File: src/verilog/dusc_regs.svh
`ifndef DUSC_REGS_SVH
`define DUSC_REGS_SVH
`define DUSC_OFF_CTRL0 8'h00
`define DUSC_OFF_CTRL1 8'h01
`define DUSC_OFF_PWR 8'h02
`define DUSC_OFF_TXD0 8'h03
`define DUSC_OFF_RXD0 8'h04
`define DUSC_OFF_TXD1 8'h05
`define DUSC_OFF_RXD1 8'h06
`define DUSC_OFF_DIV0 8'h07
`define DUSC_OFF_DIV1 8'h08
`define DUSC_OFF_ISTAT 8'h09
`define DUSC_OFF_IMASK 8'h0A
`define DUSC_OFF_LSTAT 8'h0B
`define DUSC_BIT_MPROC 5
`define DUSC_BIT_RXEN 4
`define DUSC_BIT_NTX 3
`define DUSC_BIT_NRX 2
`define DUSC_BIT_TXDONE 1
`define DUSC_BIT_RXDONE 0
`define DUSC_BIT_P1SEL 7
`define DUSC_BIT_DOUBLE 7
`define DUSC_CTRL1_WMASK 8'hBF
`define DUSC_CTRL_RST 8'h00
`define DUSC_DIV_RST 8'h00
`define DUSC_FIXED_DIV 16'h0040
`define DUSC_VAR_UNIT 16'h0010
`endif

File: src/verilog/dusc_pkg.sv
package dusc_pkg;
  typedef enum logic [1:0] {
    DUSC_P0_NONE = 2'b00,
    DUSC_P0_8BIT = 2'b01,
    DUSC_P0_9FIX = 2'b10,
    DUSC_P0_9VAR = 2'b11
  } dusc_p0_mode_t;
  typedef enum logic {
    DUSC_TX_IDLE = 1'b0,
    DUSC_TX_SEND = 1'b1
  } dusc_tx_state_t;
  typedef enum logic [1:0] {
    DUSC_RX_IDLE = 2'b00,
    DUSC_RX_START = 2'b01,
    DUSC_RX_DATA = 2'b10,
    DUSC_RX_STOP = 2'b11
  } dusc_rx_state_t;
endpackage

File: src/verilog/dusc_port_if.sv
`timescale 1ns/1ps
interface dusc_port_if;
  logic active;
  logic nine_bit;
  logic mproc;
  logic rx_en;
  logic tx_start;
  logic tx_ninth;
  logic [7:0] tx_data;
  logic [15:0] bit_period;
  logic tx_busy;
  logic tx_done;
  logic rx_done;
  logic rx_ninth;
  logic [7:0] rx_data;
  logic txd;
  logic rxd;
  modport ctrl (output active, nine_bit, mproc, rx_en, tx_start, tx_ninth,
    tx_data, bit_period, rxd, input tx_busy, tx_done, rx_done, rx_ninth,
    rx_data, txd);
  modport eng (input active, nine_bit, mproc, rx_en, tx_start, tx_ninth,
    tx_data, bit_period, rxd, output tx_busy, tx_done, rx_done, rx_ninth,
    rx_data, txd);
endinterface

File: src/verilog/dusc_uart_engine.sv
`timescale 1ns/1ps
module dusc_uart_engine
(
  input wire logic clk_sys,
  input wire logic rst,
  dusc_port_if.eng port
);
  import dusc_pkg::*;
  dusc_tx_state_t tx_state_reg;
  dusc_rx_state_t rx_state_reg;
  logic [15:0] tx_cnt_reg;
  logic [3:0] tx_bits_reg;
  logic [10:0] tx_sh_reg;
  logic txd_reg;
  logic tx_done_reg;
  logic [15:0] rx_cnt_reg;
  logic [3:0] rx_bits_reg;
  logic [8:0] rx_sh_reg;
  logic [2:0] rxd_sync_reg;
  logic rxd_level_reg;
  logic rxd_prev_reg;
  logic rx_done_reg;
  logic rx_ninth_reg;
  logic [7:0] rx_data_reg;
  logic tx_tick;
  logic rx_tick;
  logic [3:0] tx_last;
  logic [3:0] rx_last;
  logic stop_ok;

  assign tx_tick = (tx_cnt_reg == port.bit_period - 16'h0001);
  assign rx_tick = (rx_cnt_reg == port.bit_period - 16'h0001);
  assign tx_last = port.nine_bit ? 4'hA : 4'h9;
  assign rx_last = port.nine_bit ? 4'h8 : 4'h7;
  assign port.tx_busy = (tx_state_reg == DUSC_TX_SEND);
  assign port.txd = txd_reg;
  assign port.tx_done = tx_done_reg;
  assign port.rx_done = rx_done_reg;
  assign port.rx_ninth = rx_ninth_reg;
  assign port.rx_data = rx_data_reg;
  // In 8-bit framing with the handshake feature on, bad stop bits drop
  assign stop_ok = port.nine_bit ? rx_sh_reg[8] : rxd_level_reg;

  // Frame is start, data LSB first, optional ninth bit, stop
  always_ff @(posedge clk_sys)
    if (rst || !port.active)
    begin
      tx_state_reg <= DUSC_TX_IDLE;
      tx_cnt_reg <= 16'h0000;
      tx_bits_reg <= 4'h0;
      tx_sh_reg <= 11'h7FF;
      tx_done_reg <= 1'b0;
    end
    else
    begin
      tx_done_reg <= 1'b0;
      case (tx_state_reg)
        DUSC_TX_IDLE:
          if (port.tx_start)
          begin
            tx_sh_reg <= {1'b1, port.nine_bit ? port.tx_ninth : 1'b1,
              port.tx_data, 1'b0};
            tx_cnt_reg <= 16'h0000;
            tx_bits_reg <= 4'h0;
            tx_state_reg <= DUSC_TX_SEND;
          end
        DUSC_TX_SEND:
          if (tx_tick)
          begin
            tx_cnt_reg <= 16'h0000;
            tx_sh_reg <= {1'b1, tx_sh_reg[10:1]};
            tx_bits_reg <= tx_bits_reg + 4'h1;
            if (tx_bits_reg == tx_last)
            begin
              tx_state_reg <= DUSC_TX_IDLE;
              tx_done_reg <= 1'b1;
            end
          end
          else
            tx_cnt_reg <= tx_cnt_reg + 16'h0001;
        default:
          tx_state_reg <= DUSC_TX_IDLE;
      endcase
    end

  always_ff @(posedge clk_sys)
    if (rst)
      txd_reg <= 1'b1;
    else
      // An abort to mode 00 must not leave a low bit standing on the line
      txd_reg <= (port.tx_busy && port.active) ? tx_sh_reg[0] : 1'b1;

  // Line input: third stage agrees with second before a change counts
  always_ff @(posedge clk_sys)
    if (rst)
    begin
      rxd_sync_reg <= 3'b111;
      rxd_level_reg <= 1'b1;
      rxd_prev_reg <= 1'b1;
    end
    else
    begin
      rxd_sync_reg <= {rxd_sync_reg[1:0], port.rxd};
      if (rxd_sync_reg[1] == rxd_sync_reg[2])
        rxd_level_reg <= rxd_sync_reg[2];
      rxd_prev_reg <= rxd_level_reg;
    end

  always_ff @(posedge clk_sys)
    if (rst || !port.active || !port.rx_en)
    begin
      rx_state_reg <= DUSC_RX_IDLE;
      rx_cnt_reg <= 16'h0000;
      rx_bits_reg <= 4'h0;
      rx_sh_reg <= 9'h000;
      rx_done_reg <= 1'b0;
      rx_ninth_reg <= 1'b0;
      rx_data_reg <= 8'h00;
    end
    else
    begin
      rx_done_reg <= 1'b0;
      case (rx_state_reg)
        DUSC_RX_IDLE:
          if (rxd_prev_reg && !rxd_level_reg)
          begin
            rx_cnt_reg <= 16'h0000;
            rx_state_reg <= DUSC_RX_START;
          end
        DUSC_RX_START:
          if (rx_cnt_reg == (port.bit_period >> 1))
          begin
            // Glitch shorter than half a bit is not a start
            rx_cnt_reg <= 16'h0000;
            rx_bits_reg <= 4'h0;
            rx_state_reg <= rxd_level_reg ? DUSC_RX_IDLE : DUSC_RX_DATA;
          end
          else
            rx_cnt_reg <= rx_cnt_reg + 16'h0001;
        DUSC_RX_DATA:
          if (rx_tick)
          begin
            rx_cnt_reg <= 16'h0000;
            rx_sh_reg <= {rxd_level_reg, rx_sh_reg[8:1]};
            rx_bits_reg <= rx_bits_reg + 4'h1;
            if (rx_bits_reg == rx_last)
              rx_state_reg <= DUSC_RX_STOP;
          end
          else
            rx_cnt_reg <= rx_cnt_reg + 16'h0001;
        DUSC_RX_STOP:
          if (rx_tick)
          begin
            rx_state_reg <= DUSC_RX_IDLE;
            if (!port.mproc || stop_ok)
            begin
              rx_done_reg <= 1'b1;
              rx_data_reg <= port.nine_bit ? rx_sh_reg[7:0] : rx_sh_reg[8:1];
              rx_ninth_reg <= stop_ok;
            end
          end
          else
            rx_cnt_reg <= rx_cnt_reg + 16'h0001;
        default:
          rx_state_reg <= DUSC_RX_IDLE;
      endcase
    end
endmodule

File: src/verilog/dusc_serial_ctrl.sv
`timescale 1ns/1ps
`include "dusc_regs.svh"
module dusc_serial_ctrl
(
  input wire logic clk_sys,
  input wire logic rst,
  input wire logic [7:0] addr,
  input wire logic [7:0] wdata,
  input wire logic wr_en,
  input wire logic rd_en,
  output logic [7:0] rdata,
  output logic irq,
  output logic port0_txd,
  input wire logic port0_rxd,
  output logic port1_txd,
  input wire logic port1_rxd
);
  import dusc_pkg::*;

  logic [7:0] ctrl0_reg;
  logic [7:0] ctrl1_reg;
  logic double_reg;
  logic [7:0] div_reg [2];
  logic [7:0] txbuf_reg [2];
  logic [7:0] rxbuf_reg [2];
  logic [1:0] go_reg;
  logic [3:0] istat_reg;
  logic [3:0] imask_reg;
  logic [7:0] rdata_reg;
  logic [3:0] events;
  logic [15:0] var_period [2];
  logic wr_ctrl0;
  logic wr_ctrl1;
  dusc_p0_mode_t p0_mode;

  dusc_port_if pif [2] ();

  assign wr_ctrl0 = wr_en && (addr == `DUSC_OFF_CTRL0);
  assign wr_ctrl1 = wr_en && (addr == `DUSC_OFF_CTRL1);
  assign p0_mode = dusc_p0_mode_t'(ctrl0_reg[7:6]);

  // Port 0 control: mode, handshake feature, enables, ninth bits, flags
  assign pif[0].active = (p0_mode != DUSC_P0_NONE);
  assign pif[0].nine_bit = p0_mode[1];
  assign pif[0].mproc = ctrl0_reg[`DUSC_BIT_MPROC];
  assign pif[0].rx_en = ctrl0_reg[`DUSC_BIT_RXEN];
  assign pif[0].tx_ninth = ctrl0_reg[`DUSC_BIT_NTX];
  assign pif[0].rxd = port0_rxd;
  assign port0_txd = pif[0].txd;

  // Port 1 has no unavailable mode, so it is always active
  assign pif[1].active = 1'b1;
  assign pif[1].nine_bit = !ctrl1_reg[`DUSC_BIT_P1SEL];
  assign pif[1].mproc = ctrl1_reg[`DUSC_BIT_MPROC];
  assign pif[1].rx_en = ctrl1_reg[`DUSC_BIT_RXEN];
  assign pif[1].tx_ninth = ctrl1_reg[`DUSC_BIT_NTX];
  assign pif[1].rxd = port1_rxd;
  assign port1_txd = pif[1].txd;

  // Bit period in clocks; the variable rate is (divisor + 1) units
  always_comb
  begin
    var_period[0] = (16'(div_reg[0]) + 16'h0001) * `DUSC_VAR_UNIT;
    var_period[1] = (16'(div_reg[1]) + 16'h0001) * `DUSC_VAR_UNIT;
    if (p0_mode == DUSC_P0_9FIX)
      pif[0].bit_period = double_reg ? (`DUSC_FIXED_DIV >> 1)
        : `DUSC_FIXED_DIV;
    else
      pif[0].bit_period = double_reg ? (var_period[0] >> 1)
        : var_period[0];
    pif[1].bit_period = var_period[1];
  end

  genvar i;
  generate
    for (i = 0; i < 2; i++)
    begin : g_port
      localparam logic [7:0] OFF_TX = (i == 0) ? `DUSC_OFF_TXD0
        : `DUSC_OFF_TXD1;
      localparam logic [7:0] OFF_DIV = (i == 0) ? `DUSC_OFF_DIV0
        : `DUSC_OFF_DIV1;

      // Assertion helper: clocks the transmitter has been busy this frame
      logic [15:0] busy_len_reg;
      always_ff @(posedge clk_sys)
        if (rst || !pif[i].tx_busy)
          busy_len_reg <= 16'h0000;
        else
          busy_len_reg <= busy_len_reg + 16'h0001;

      // A write while a frame is on the line is dropped, not queued
      always_ff @(posedge clk_sys)
        if (rst)
        begin
          go_reg[i] <= 1'b0;
          txbuf_reg[i] <= 8'h00;
        end
        else
        begin
          go_reg[i] <= wr_en && (addr == OFF_TX) && pif[i].active
            && !pif[i].tx_busy && !go_reg[i];
          if (wr_en && (addr == OFF_TX) && !pif[i].tx_busy && !go_reg[i])
            txbuf_reg[i] <= wdata;
        end

      always_ff @(posedge clk_sys)
        if (rst)
          div_reg[i] <= `DUSC_DIV_RST;
        else if (wr_en && (addr == OFF_DIV))
          div_reg[i] <= wdata;

      always_ff @(posedge clk_sys)
        if (rst)
          rxbuf_reg[i] <= 8'h00;
        else if (pif[i].rx_done)
          rxbuf_reg[i] <= pif[i].rx_data;

      assign pif[i].tx_start = go_reg[i];
      assign pif[i].tx_data = txbuf_reg[i];
      assign events[2 * i] = pif[i].tx_done;
      assign events[2 * i + 1] = pif[i].rx_done;

      dusc_uart_engine u_engine
      (
        .clk_sys(clk_sys),
        .rst(rst),
        .port(pif[i])
      );
    end
  endgenerate

  // Hardware sets are applied last so they win over a same-cycle clear
  always_ff @(posedge clk_sys)
    if (rst)
      ctrl0_reg <= `DUSC_CTRL_RST;
    else
    begin
      if (wr_ctrl0)
        ctrl0_reg <= wdata;
      if (pif[0].tx_done)
        ctrl0_reg[`DUSC_BIT_TXDONE] <= 1'b1;
      if (pif[0].rx_done)
      begin
        ctrl0_reg[`DUSC_BIT_RXDONE] <= 1'b1;
        ctrl0_reg[`DUSC_BIT_NRX] <= pif[0].rx_ninth;
      end
    end

  always_ff @(posedge clk_sys)
    if (rst)
      ctrl1_reg <= `DUSC_CTRL_RST;
    else
    begin
      if (wr_ctrl1)
        ctrl1_reg <= wdata & `DUSC_CTRL1_WMASK;
      if (pif[1].tx_done)
        ctrl1_reg[`DUSC_BIT_TXDONE] <= 1'b1;
      if (pif[1].rx_done)
      begin
        ctrl1_reg[`DUSC_BIT_RXDONE] <= 1'b1;
        ctrl1_reg[`DUSC_BIT_NRX] <= pif[1].rx_ninth;
      end
    end

  always_ff @(posedge clk_sys)
    if (rst)
      double_reg <= 1'b0;
    else if (wr_en && (addr == `DUSC_OFF_PWR))
      double_reg <= wdata[`DUSC_BIT_DOUBLE];

  always_ff @(posedge clk_sys)
    if (rst)
      imask_reg <= 4'h0;
    else if (wr_en && (addr == `DUSC_OFF_IMASK))
      imask_reg <= wdata[3:0];

  always_ff @(posedge clk_sys)
    if (rst)
      istat_reg <= 4'h0;
    else if (wr_en && (addr == `DUSC_OFF_ISTAT))
      istat_reg <= (istat_reg & ~wdata[3:0]) | events;
    else
      istat_reg <= istat_reg | events;

  assign irq = |(istat_reg & imask_reg);

  // Read data stands only in the cycle after the strobe
  always_ff @(posedge clk_sys)
    if (rst || !rd_en)
      rdata_reg <= 8'h00;
    else
      case (addr)
        `DUSC_OFF_CTRL0: rdata_reg <= ctrl0_reg;
        `DUSC_OFF_CTRL1: rdata_reg <= ctrl1_reg;
        `DUSC_OFF_PWR: rdata_reg <= {double_reg, 7'h00};
        `DUSC_OFF_TXD0: rdata_reg <= txbuf_reg[0];
        `DUSC_OFF_RXD0: rdata_reg <= rxbuf_reg[0];
        `DUSC_OFF_TXD1: rdata_reg <= txbuf_reg[1];
        `DUSC_OFF_RXD1: rdata_reg <= rxbuf_reg[1];
        `DUSC_OFF_DIV0: rdata_reg <= div_reg[0];
        `DUSC_OFF_DIV1: rdata_reg <= div_reg[1];
        `DUSC_OFF_ISTAT: rdata_reg <= {4'h0, istat_reg};
        `DUSC_OFF_IMASK: rdata_reg <= {4'h0, imask_reg};
        `DUSC_OFF_LSTAT: rdata_reg <= {6'h00, pif[1].tx_busy,
          pif[0].tx_busy};
        default: rdata_reg <= 8'h00;
      endcase

  assign rdata = rdata_reg;
endmodule

File: config.mk
export PLATFORM = sky130hd
export DESIGN_NAME = dusc_serial_ctrl
export DESIGN_NICKNAME = d
export VERILOG_FILES = /design/src/verilog/dusc_pkg.sv /design/src/verilog/dusc_port_if.sv /design/src/verilog/dusc_uart_engine.sv /design/src/verilog/dusc_serial_ctrl.sv
export VERILOG_INCLUDE_DIRS = /design/src /design/src/verilog
export SDC_FILE = /design/constraint.sdc
export NUM_CORES = 1
export LEC_CHECK = 0
export BUFFER_PORTS_ARGS = -buffer_cell sky130_fd_sc_hd__buf_2
export CORE_AREA = 10 10 222 224
export CTS_BUF_LIST = sky130_fd_sc_hd__clkbuf_2
export DETAILED_ROUTE_END_ITERATION = 6
export DIE_AREA = 0 0 232 234
export GPL_ROUTABILITY_DRIVEN = 0
export PLACE_DENSITY = 0.53
export SLEW_MARGIN = 15
export SYNTH_ARGS = -nofsm -noshare
export SYNTH_HDL_FRONTEND = slang
export SYNTH_SLANG_ARGS = --single-unit
File: constraint.sdc
create_clock -name clk_sys -period 5 [get_ports clk_sys]
set_input_delay 1.5 -clock clk_sys [delete_from_list [all_inputs] [get_ports clk_sys]]
set_output_delay 1.5 -clock clk_sys [all_outputs]
set_load 0.01 [all_outputs]
==> metrics, run 1 <==
status=complete, no violations; post-CTS setup buffer count=0; top_reg_cell synth=dfxtp_1; Synth Area in XOR/XNOR=7.01%; WL per Instance=16.7 microns; final worst path period need=4.59 ns; Core Util, Final=32.8%; Post-Syn Nets=1546; Routed Antenna Nets=0; GRT Total Usage=13.4%; Setup Viol. Count Final=0; first drt pass iteration count=6; Num CTS Buffers=66; CTS clk-pin slew, worst paths=0.10 ns; critical path class=reg2reg; count of non-filler cells in the finished layout=2196; type of the most critical hold path=reg2reg; Initial DRC Count=1005; final-report max-slew violation count=0; Final TNS setup=0 ns; number of synthesized flops with an enable pin=48; RSZ-0062 raised after global routing=false; # DRC=0; Vias=11400; Post-Place Setup Slack=0.509 ns; max_slew headroom=26.4%; first-pass GRT wire length=59100 microns; final hold vios=0; share of layout cells above drive strength 1=14.9%; Worst IR Drop VDD=0.150 mV; Cell Area, Synth=0.0133 sq mm; adder-cell share of the synthesized area=1.69%; CTS Buffer Depth=3; top routing layer used=met5; leakage power=5.10 nW; async set-reset flop share out of synthesis=0%; YS warnings=0; Layout Nets=1583; initial antenna violation count=8; main combinational cell family by area after synthesis=simple AND/OR/NAND/NOR gates; mux contribution to synthesized area=6.91%; die area=0.0543 sq mm; H-tree Lvls=3; crit end category=register; CTS tree=built; critical path startpoint category=register; effective utilization at floorplan=29.7%; Worst Skew=0.0806 ns; Worst-Margin Slew=1.09 ns; DIE WIDTH=232 microns; P&R area growth vs syn=10.4%; routed length on met1=17400 microns; Compound-Gate Fraction of Synth Area=15.1%; CTS Root Cell=clkbuf_2; worst-skew pair later-pin latency=0.92 ns; syn_area_per_cell=8.85 sq um; final WL=36600 microns; Worst Setup Slack, final=0.406 ns; metal2 WL=16400 microns; TritonCTS Sinks=240; overall power=3.73 mW; Port Buf Inserts=32; Worst Path Arrival=5.39 ns; Placed Instances=2075; register area share after synthesis=39.7%; cell count after synthesis=1506; largest net degree at the start of global routing=61; DR vias/cell=5.19; post-synth cell types=85; required time of the worst setup path=5.79 ns; die height=234 microns; Final Cycle Share=91.9%; number of global-route vias before repair=10900; Simple-Gate Fraction of Synth Area=25.7%; maximum clock rate=0.218 GHz; Core ar.=0.0449 sq mm; PD cells=253 mW/mm^2; I/O Pins=33; Synth Register Bits=240; routed wl met3=2090 microns; Max-cap violations=0; Final HPWL DP=26500 microns; maximum fanout along the worst path=13; total grt overflow=0; Row Count=78
-- routing by layer --
metal / track usage [%] / vias up
li1: - / 5612
met3: 3.30 / 60
met1: 17.6 / 5418
met2: 20.8 / 287
met5: 0 / -
met4: 4.84 / 10
-- logic make-up after synthesis --
family	count (synthesis)
flip-flops	240
multiplexers	89
adder cells (fa/ha/maj)	18
XOR/XNOR	88
AND/OR/NAND/NOR	659
buffers and inverters	127
AO/OA/AOI/OAI	285
-- path summary, 6_finish.rpt --
path                                           start                                  to  slack [ns]  cells after the start
setup reg to reg                       div_reg[0][0]   g_port[0].u_engine.rx_bits_reg[0]        0.41                     11
setup / recovery                       div_reg[0][0]   g_port[0].u_engine.rx_bits_reg[0]        0.41                     11
hold reg to reg   g_port[0].u_engine.rxd_sync_reg[0]  g_port[0].u_engine.rxd_sync_reg[1]        0.41                      1
hold / removal    g_port[0].u_engine.rxd_sync_reg[0]  g_port[0].u_engine.rxd_sync_reg[1]        0.41                      1
-- cell usage in the layout (no fill, tap or decap), drive strengths merged, types with 7 or more instances in the layout --
cell type | synthesis | routed
clkbuf | 69 | 96
a221oi | 12 | 12
ha | 18 | 18
mux2i | 65 | 65
nor2b | 15 | 15
xor2 | 33 | 33
nand2 | 116 | 116
o21bai | 7 | 7
nor4 | 19 | 19
dfxtp | 192 | 192
mux2 | 24 | 24
buf | 22 | 60
or2 | 18 | 18
a22oi | 18 | 18
nor3b | 10 | 10
nor2 | 137 | 137
a22o | 8 | 8
nand3 | 81 | 81
inv | 36 | 37
and2 | 54 | 54
and3 | 34 | 34
o21ai | 46 | 46
or4 | 21 | 21
clkinv | 0 | 18
nand4 | 20 | 20
nand2b | 16 | 16
a211oi | 10 | 10
or3 | 22 | 22
xnor3 | 10 | 10
edfxtp | 48 | 48
a211o | 15 | 15
xnor2 | 45 | 45
o31ai | 14 | 14
nor3 | 69 | 69
a31oi | 21 | 21
a21oi | 64 | 64
nor4b | 11 | 11
-- power by group --
part / switching, mW / internal [mW] / total (mW)
sequential: 0.0353 / 1.99 / 2.03
clock: 0.872 / 0.624 / 1.50
combinational: 0.127 / 0.0786 / 0.206
total: 1.03 / 2.69 / 3.73
-- Yosys cell counts, types with 12 or more instances --
library cell,n,area share [%]
nand3_1,79,3.0
a211o_1,14,0.92
nor2b_1,15,0.70
or2_2,18,0.85
xnor2_1,44,2.9
mux2i_1,65,4.9
nor3_1,68,2.6
mux2_2,24,2.0
nor2_1,136,3.8
a221oi_1,12,0.79
clkbuf_1,68,1.9
o21ai_0,42,1.6
ha_1,18,1.7
or4_1,20,1.1
nand4_1,20,0.94
inv_1,36,1.0
buf_2,13,0.49
o31ai_1,14,0.79
dfxtp_1,192,29
xor2_1,32,2.1
nor4_1,19,0.89
a21oi_1,55,2.1
and2_1,52,2.4
or3_1,22,1.0
and3_1,34,1.6
a22oi_1,18,1.0
a31oi_1,21,0.99
edfxtp_1,48,11
nand2b_1,16,0.75
nand2_1,116,3.3
-- cell type report --
cell class	count	area [sq um]
Tap cell	600	751
Sequential cell	240	5290
Clock buffer	96	480
Antenna cell	3	7.51
Clock inverter	22	154
Multi-Input combinational cell	1139	7530
Inverter	36	135
Fill cell	4784	30200
Timing Repair Buffer	60	370
-- stage by stage --
step | hold WS [ns] | area (sq um)
CTS | 0.417 | 14700
finish | 0.413 | 14700
detailed placement | 0.395 | 14100
floorplan | 0.389 | 13300
global placement | 0.400 | 14100
global route | 0.433 | 14700
-- critical path, stage by stage (launching register included) --
cell	delay, ns
edfxtp_1	0.55
ha_1	0.44
o211ai_1	0.27
ha_1	0.22
nand3_1	0.08
or4_1	0.55
nor4_1	0.60
mux2i_1	0.18
or4_4	0.65
or4_1	0.53
or3_1	0.32
o21ai_1	0.07
-- repair_timing --
item,in CTS,in global routing
setup endpoints to repair,0,6
hold buffers,0,0
gates resized for setup,0,1
Power figures use the tool's default switching activity.
==> inputs of run 2 (changes only) <==
Settings changed: CORE_AREA 10 10 222 224 to 10 10 184 186, DIE_AREA 0 0 232 234 to 0 0 194 196, PLACE_DENSITY 0.53 to 0.69.
==> metrics, run 2 (synthesis gave the netlist of run 1 again) <==
status=complete, no violations; effective utilization at floorplan=44.0%; count of non-filler cells in the finished layout=1995; # DRC=0; type of the most critical hold path=reg2reg; Core ar.=0.0303 sq mm; max_slew headroom=32.7%; Initial DRC Count=1087; hold_buf cts=0; first drt pass iteration count=6; Worst path slowest cell=or4_4; Max-cap violations=0; cell chain of the critical path=ha_1, o211ai_1, ha_1, nand3_1, or4_1, nor4_1, mux2i_1, or4_4, o31a_1, or4_1, a21oi_1; GRT Total Usage=17.3%; I/O Pins=33; die height=196 microns; share of layout cells above drive strength 1=14.4%; Worst Skew=0.136 ns; initial antenna violation count=6; DIE WIDTH=194 microns; Worst Path Arrival=5.46 ns; Fill cells=2955; critical path startpoint category=register; maximum clock rate=0.215 GHz; CP peak stage delay=0.66 ns; Final Cycle Share=93.2%; TritonCTS Sinks=240; Row Count=64; GR peak layer=met2; worst-skew pair later-pin latency=0.95 ns; CTS tree=built; Layout Nets=1580; Vias=11600; leakage power=5.07 nW; largest net degree at the start of global routing=38; CTS clk-pin slew, worst paths=0.09 ns; CTS Buffer Depth=3; Setup Viol. Count Final=0; final hold vios=0; final worst path period need=4.66 ns; crit end category=register; critical path class=reg2reg; H-tree Lvls=3; Final TNS setup=0 ns; Worst IR Drop VDD=0.181 mV; RSZ-0062 raised after global routing=false; Worst-Margin Slew=1.00 ns; final WL=34200 microns; CP bufs+invs=0; PD cells=254 mW/mm^2; P&R area growth vs syn=8.20%; Placed Instances=1868; post-cts gate resize count=0; Core Util, Final=47.6%; WL per Instance=17.1 microns; most frequent cells in the layout=dfxtp_1 (192), nor2_1 (136), nand2_1 (116); number of global-route vias before repair=10900; met2 usage=26.5%; final-report max-slew violation count=0; total grt overflow=0; Routed Antenna Nets=0; cell area after layout=0.0144 sq mm; post-CTS setup buffer count=0; grt met1 use=22.6%; Port Buf Inserts=32; Post-DP Area=0.0138 sq mm; most common cell after layout, fill and taps aside=dfxtp_1; Final HPWL DP=24200 microns; maximum fanout along the worst path=13; Num CTS Buffers=66; die area=0.0380 sq mm; Top Family by Delay on Critical Path=simple AND/OR/NAND/NOR gates; first-pass GRT wire length=55500 microns; DR vias/cell=5.82; M3 GR Usage=4.11%; required time of the worst setup path=5.80 ns; CTS Root Cell=clkbuf_2
==> run 2: cell types whose count changed in the layout (fill, tap and decap cells not counted), moves of 3 or more <==
cell	previous run	this run
buf_4	28	25
clkinv_1	12	17
clkinv_2	4	1
diode_2	3	8
==> run 2: layout make-up <==
class	instances	area [sq um]	share of cell area, %
clock buffers	95	475	3.30
well taps	396	495	3.44
flip-flops and latches	240	5290	36.7
clock inverters	24	133	0.920
repair buffers	57	348	2.41
multi-input cells	1139	7520	52.2
inverters	36	135	0.937
diodes	8	20.0	0.139
==> run 2: power by group <==
group          switching, mW  internal, mW  total (mW)  leakage (nW)
Sequential            0.0353          1.99        2.03          2.02
Clock                  0.856         0.570        1.43         0.460
Combinational          0.125        0.0782       0.204          2.60
Total                   1.02          2.64        3.66          5.07
==> run 2: final timing paths <==
check                                                        start                                 end  slack, ns  cells after the start
worst min-delay path            g_port[0].u_engine.rxd_sync_reg[0]  g_port[0].u_engine.rxd_sync_reg[1]       0.42                      1
worst min register to register  g_port[0].u_engine.rxd_sync_reg[0]  g_port[0].u_engine.rxd_sync_reg[1]       0.42                      1
worst max-delay path                                 div_reg[0][0]                            register       0.34                     11
worst max register to register                       div_reg[0][0]                            register       0.34                     11
==> run 2: per-stage QoR <==
| step | hold slack [ns] | power, mW | worst slack, ns |
|---|---|---|---|
| global placement | 0.403 | 2.26 | 0.653 |
| CTS | 0.426 | 3.70 | 0.418 |
| detailed placement | 0.402 | 2.27 | 0.451 |
| global route | 0.453 | 3.82 | 0.0210 |
| finish | 0.423 | 3.66 | 0.338 |
| floorplan | 0.389 | 2.20 | 0.812 |
==> run 2: routing by layer <==
layer  vias to the layer above  wire [microns]
met2                       443           15100
met4                         4            1060
met5                         -              21
li1                       5610               -
met1                      5454           15200
met3                        94            2810
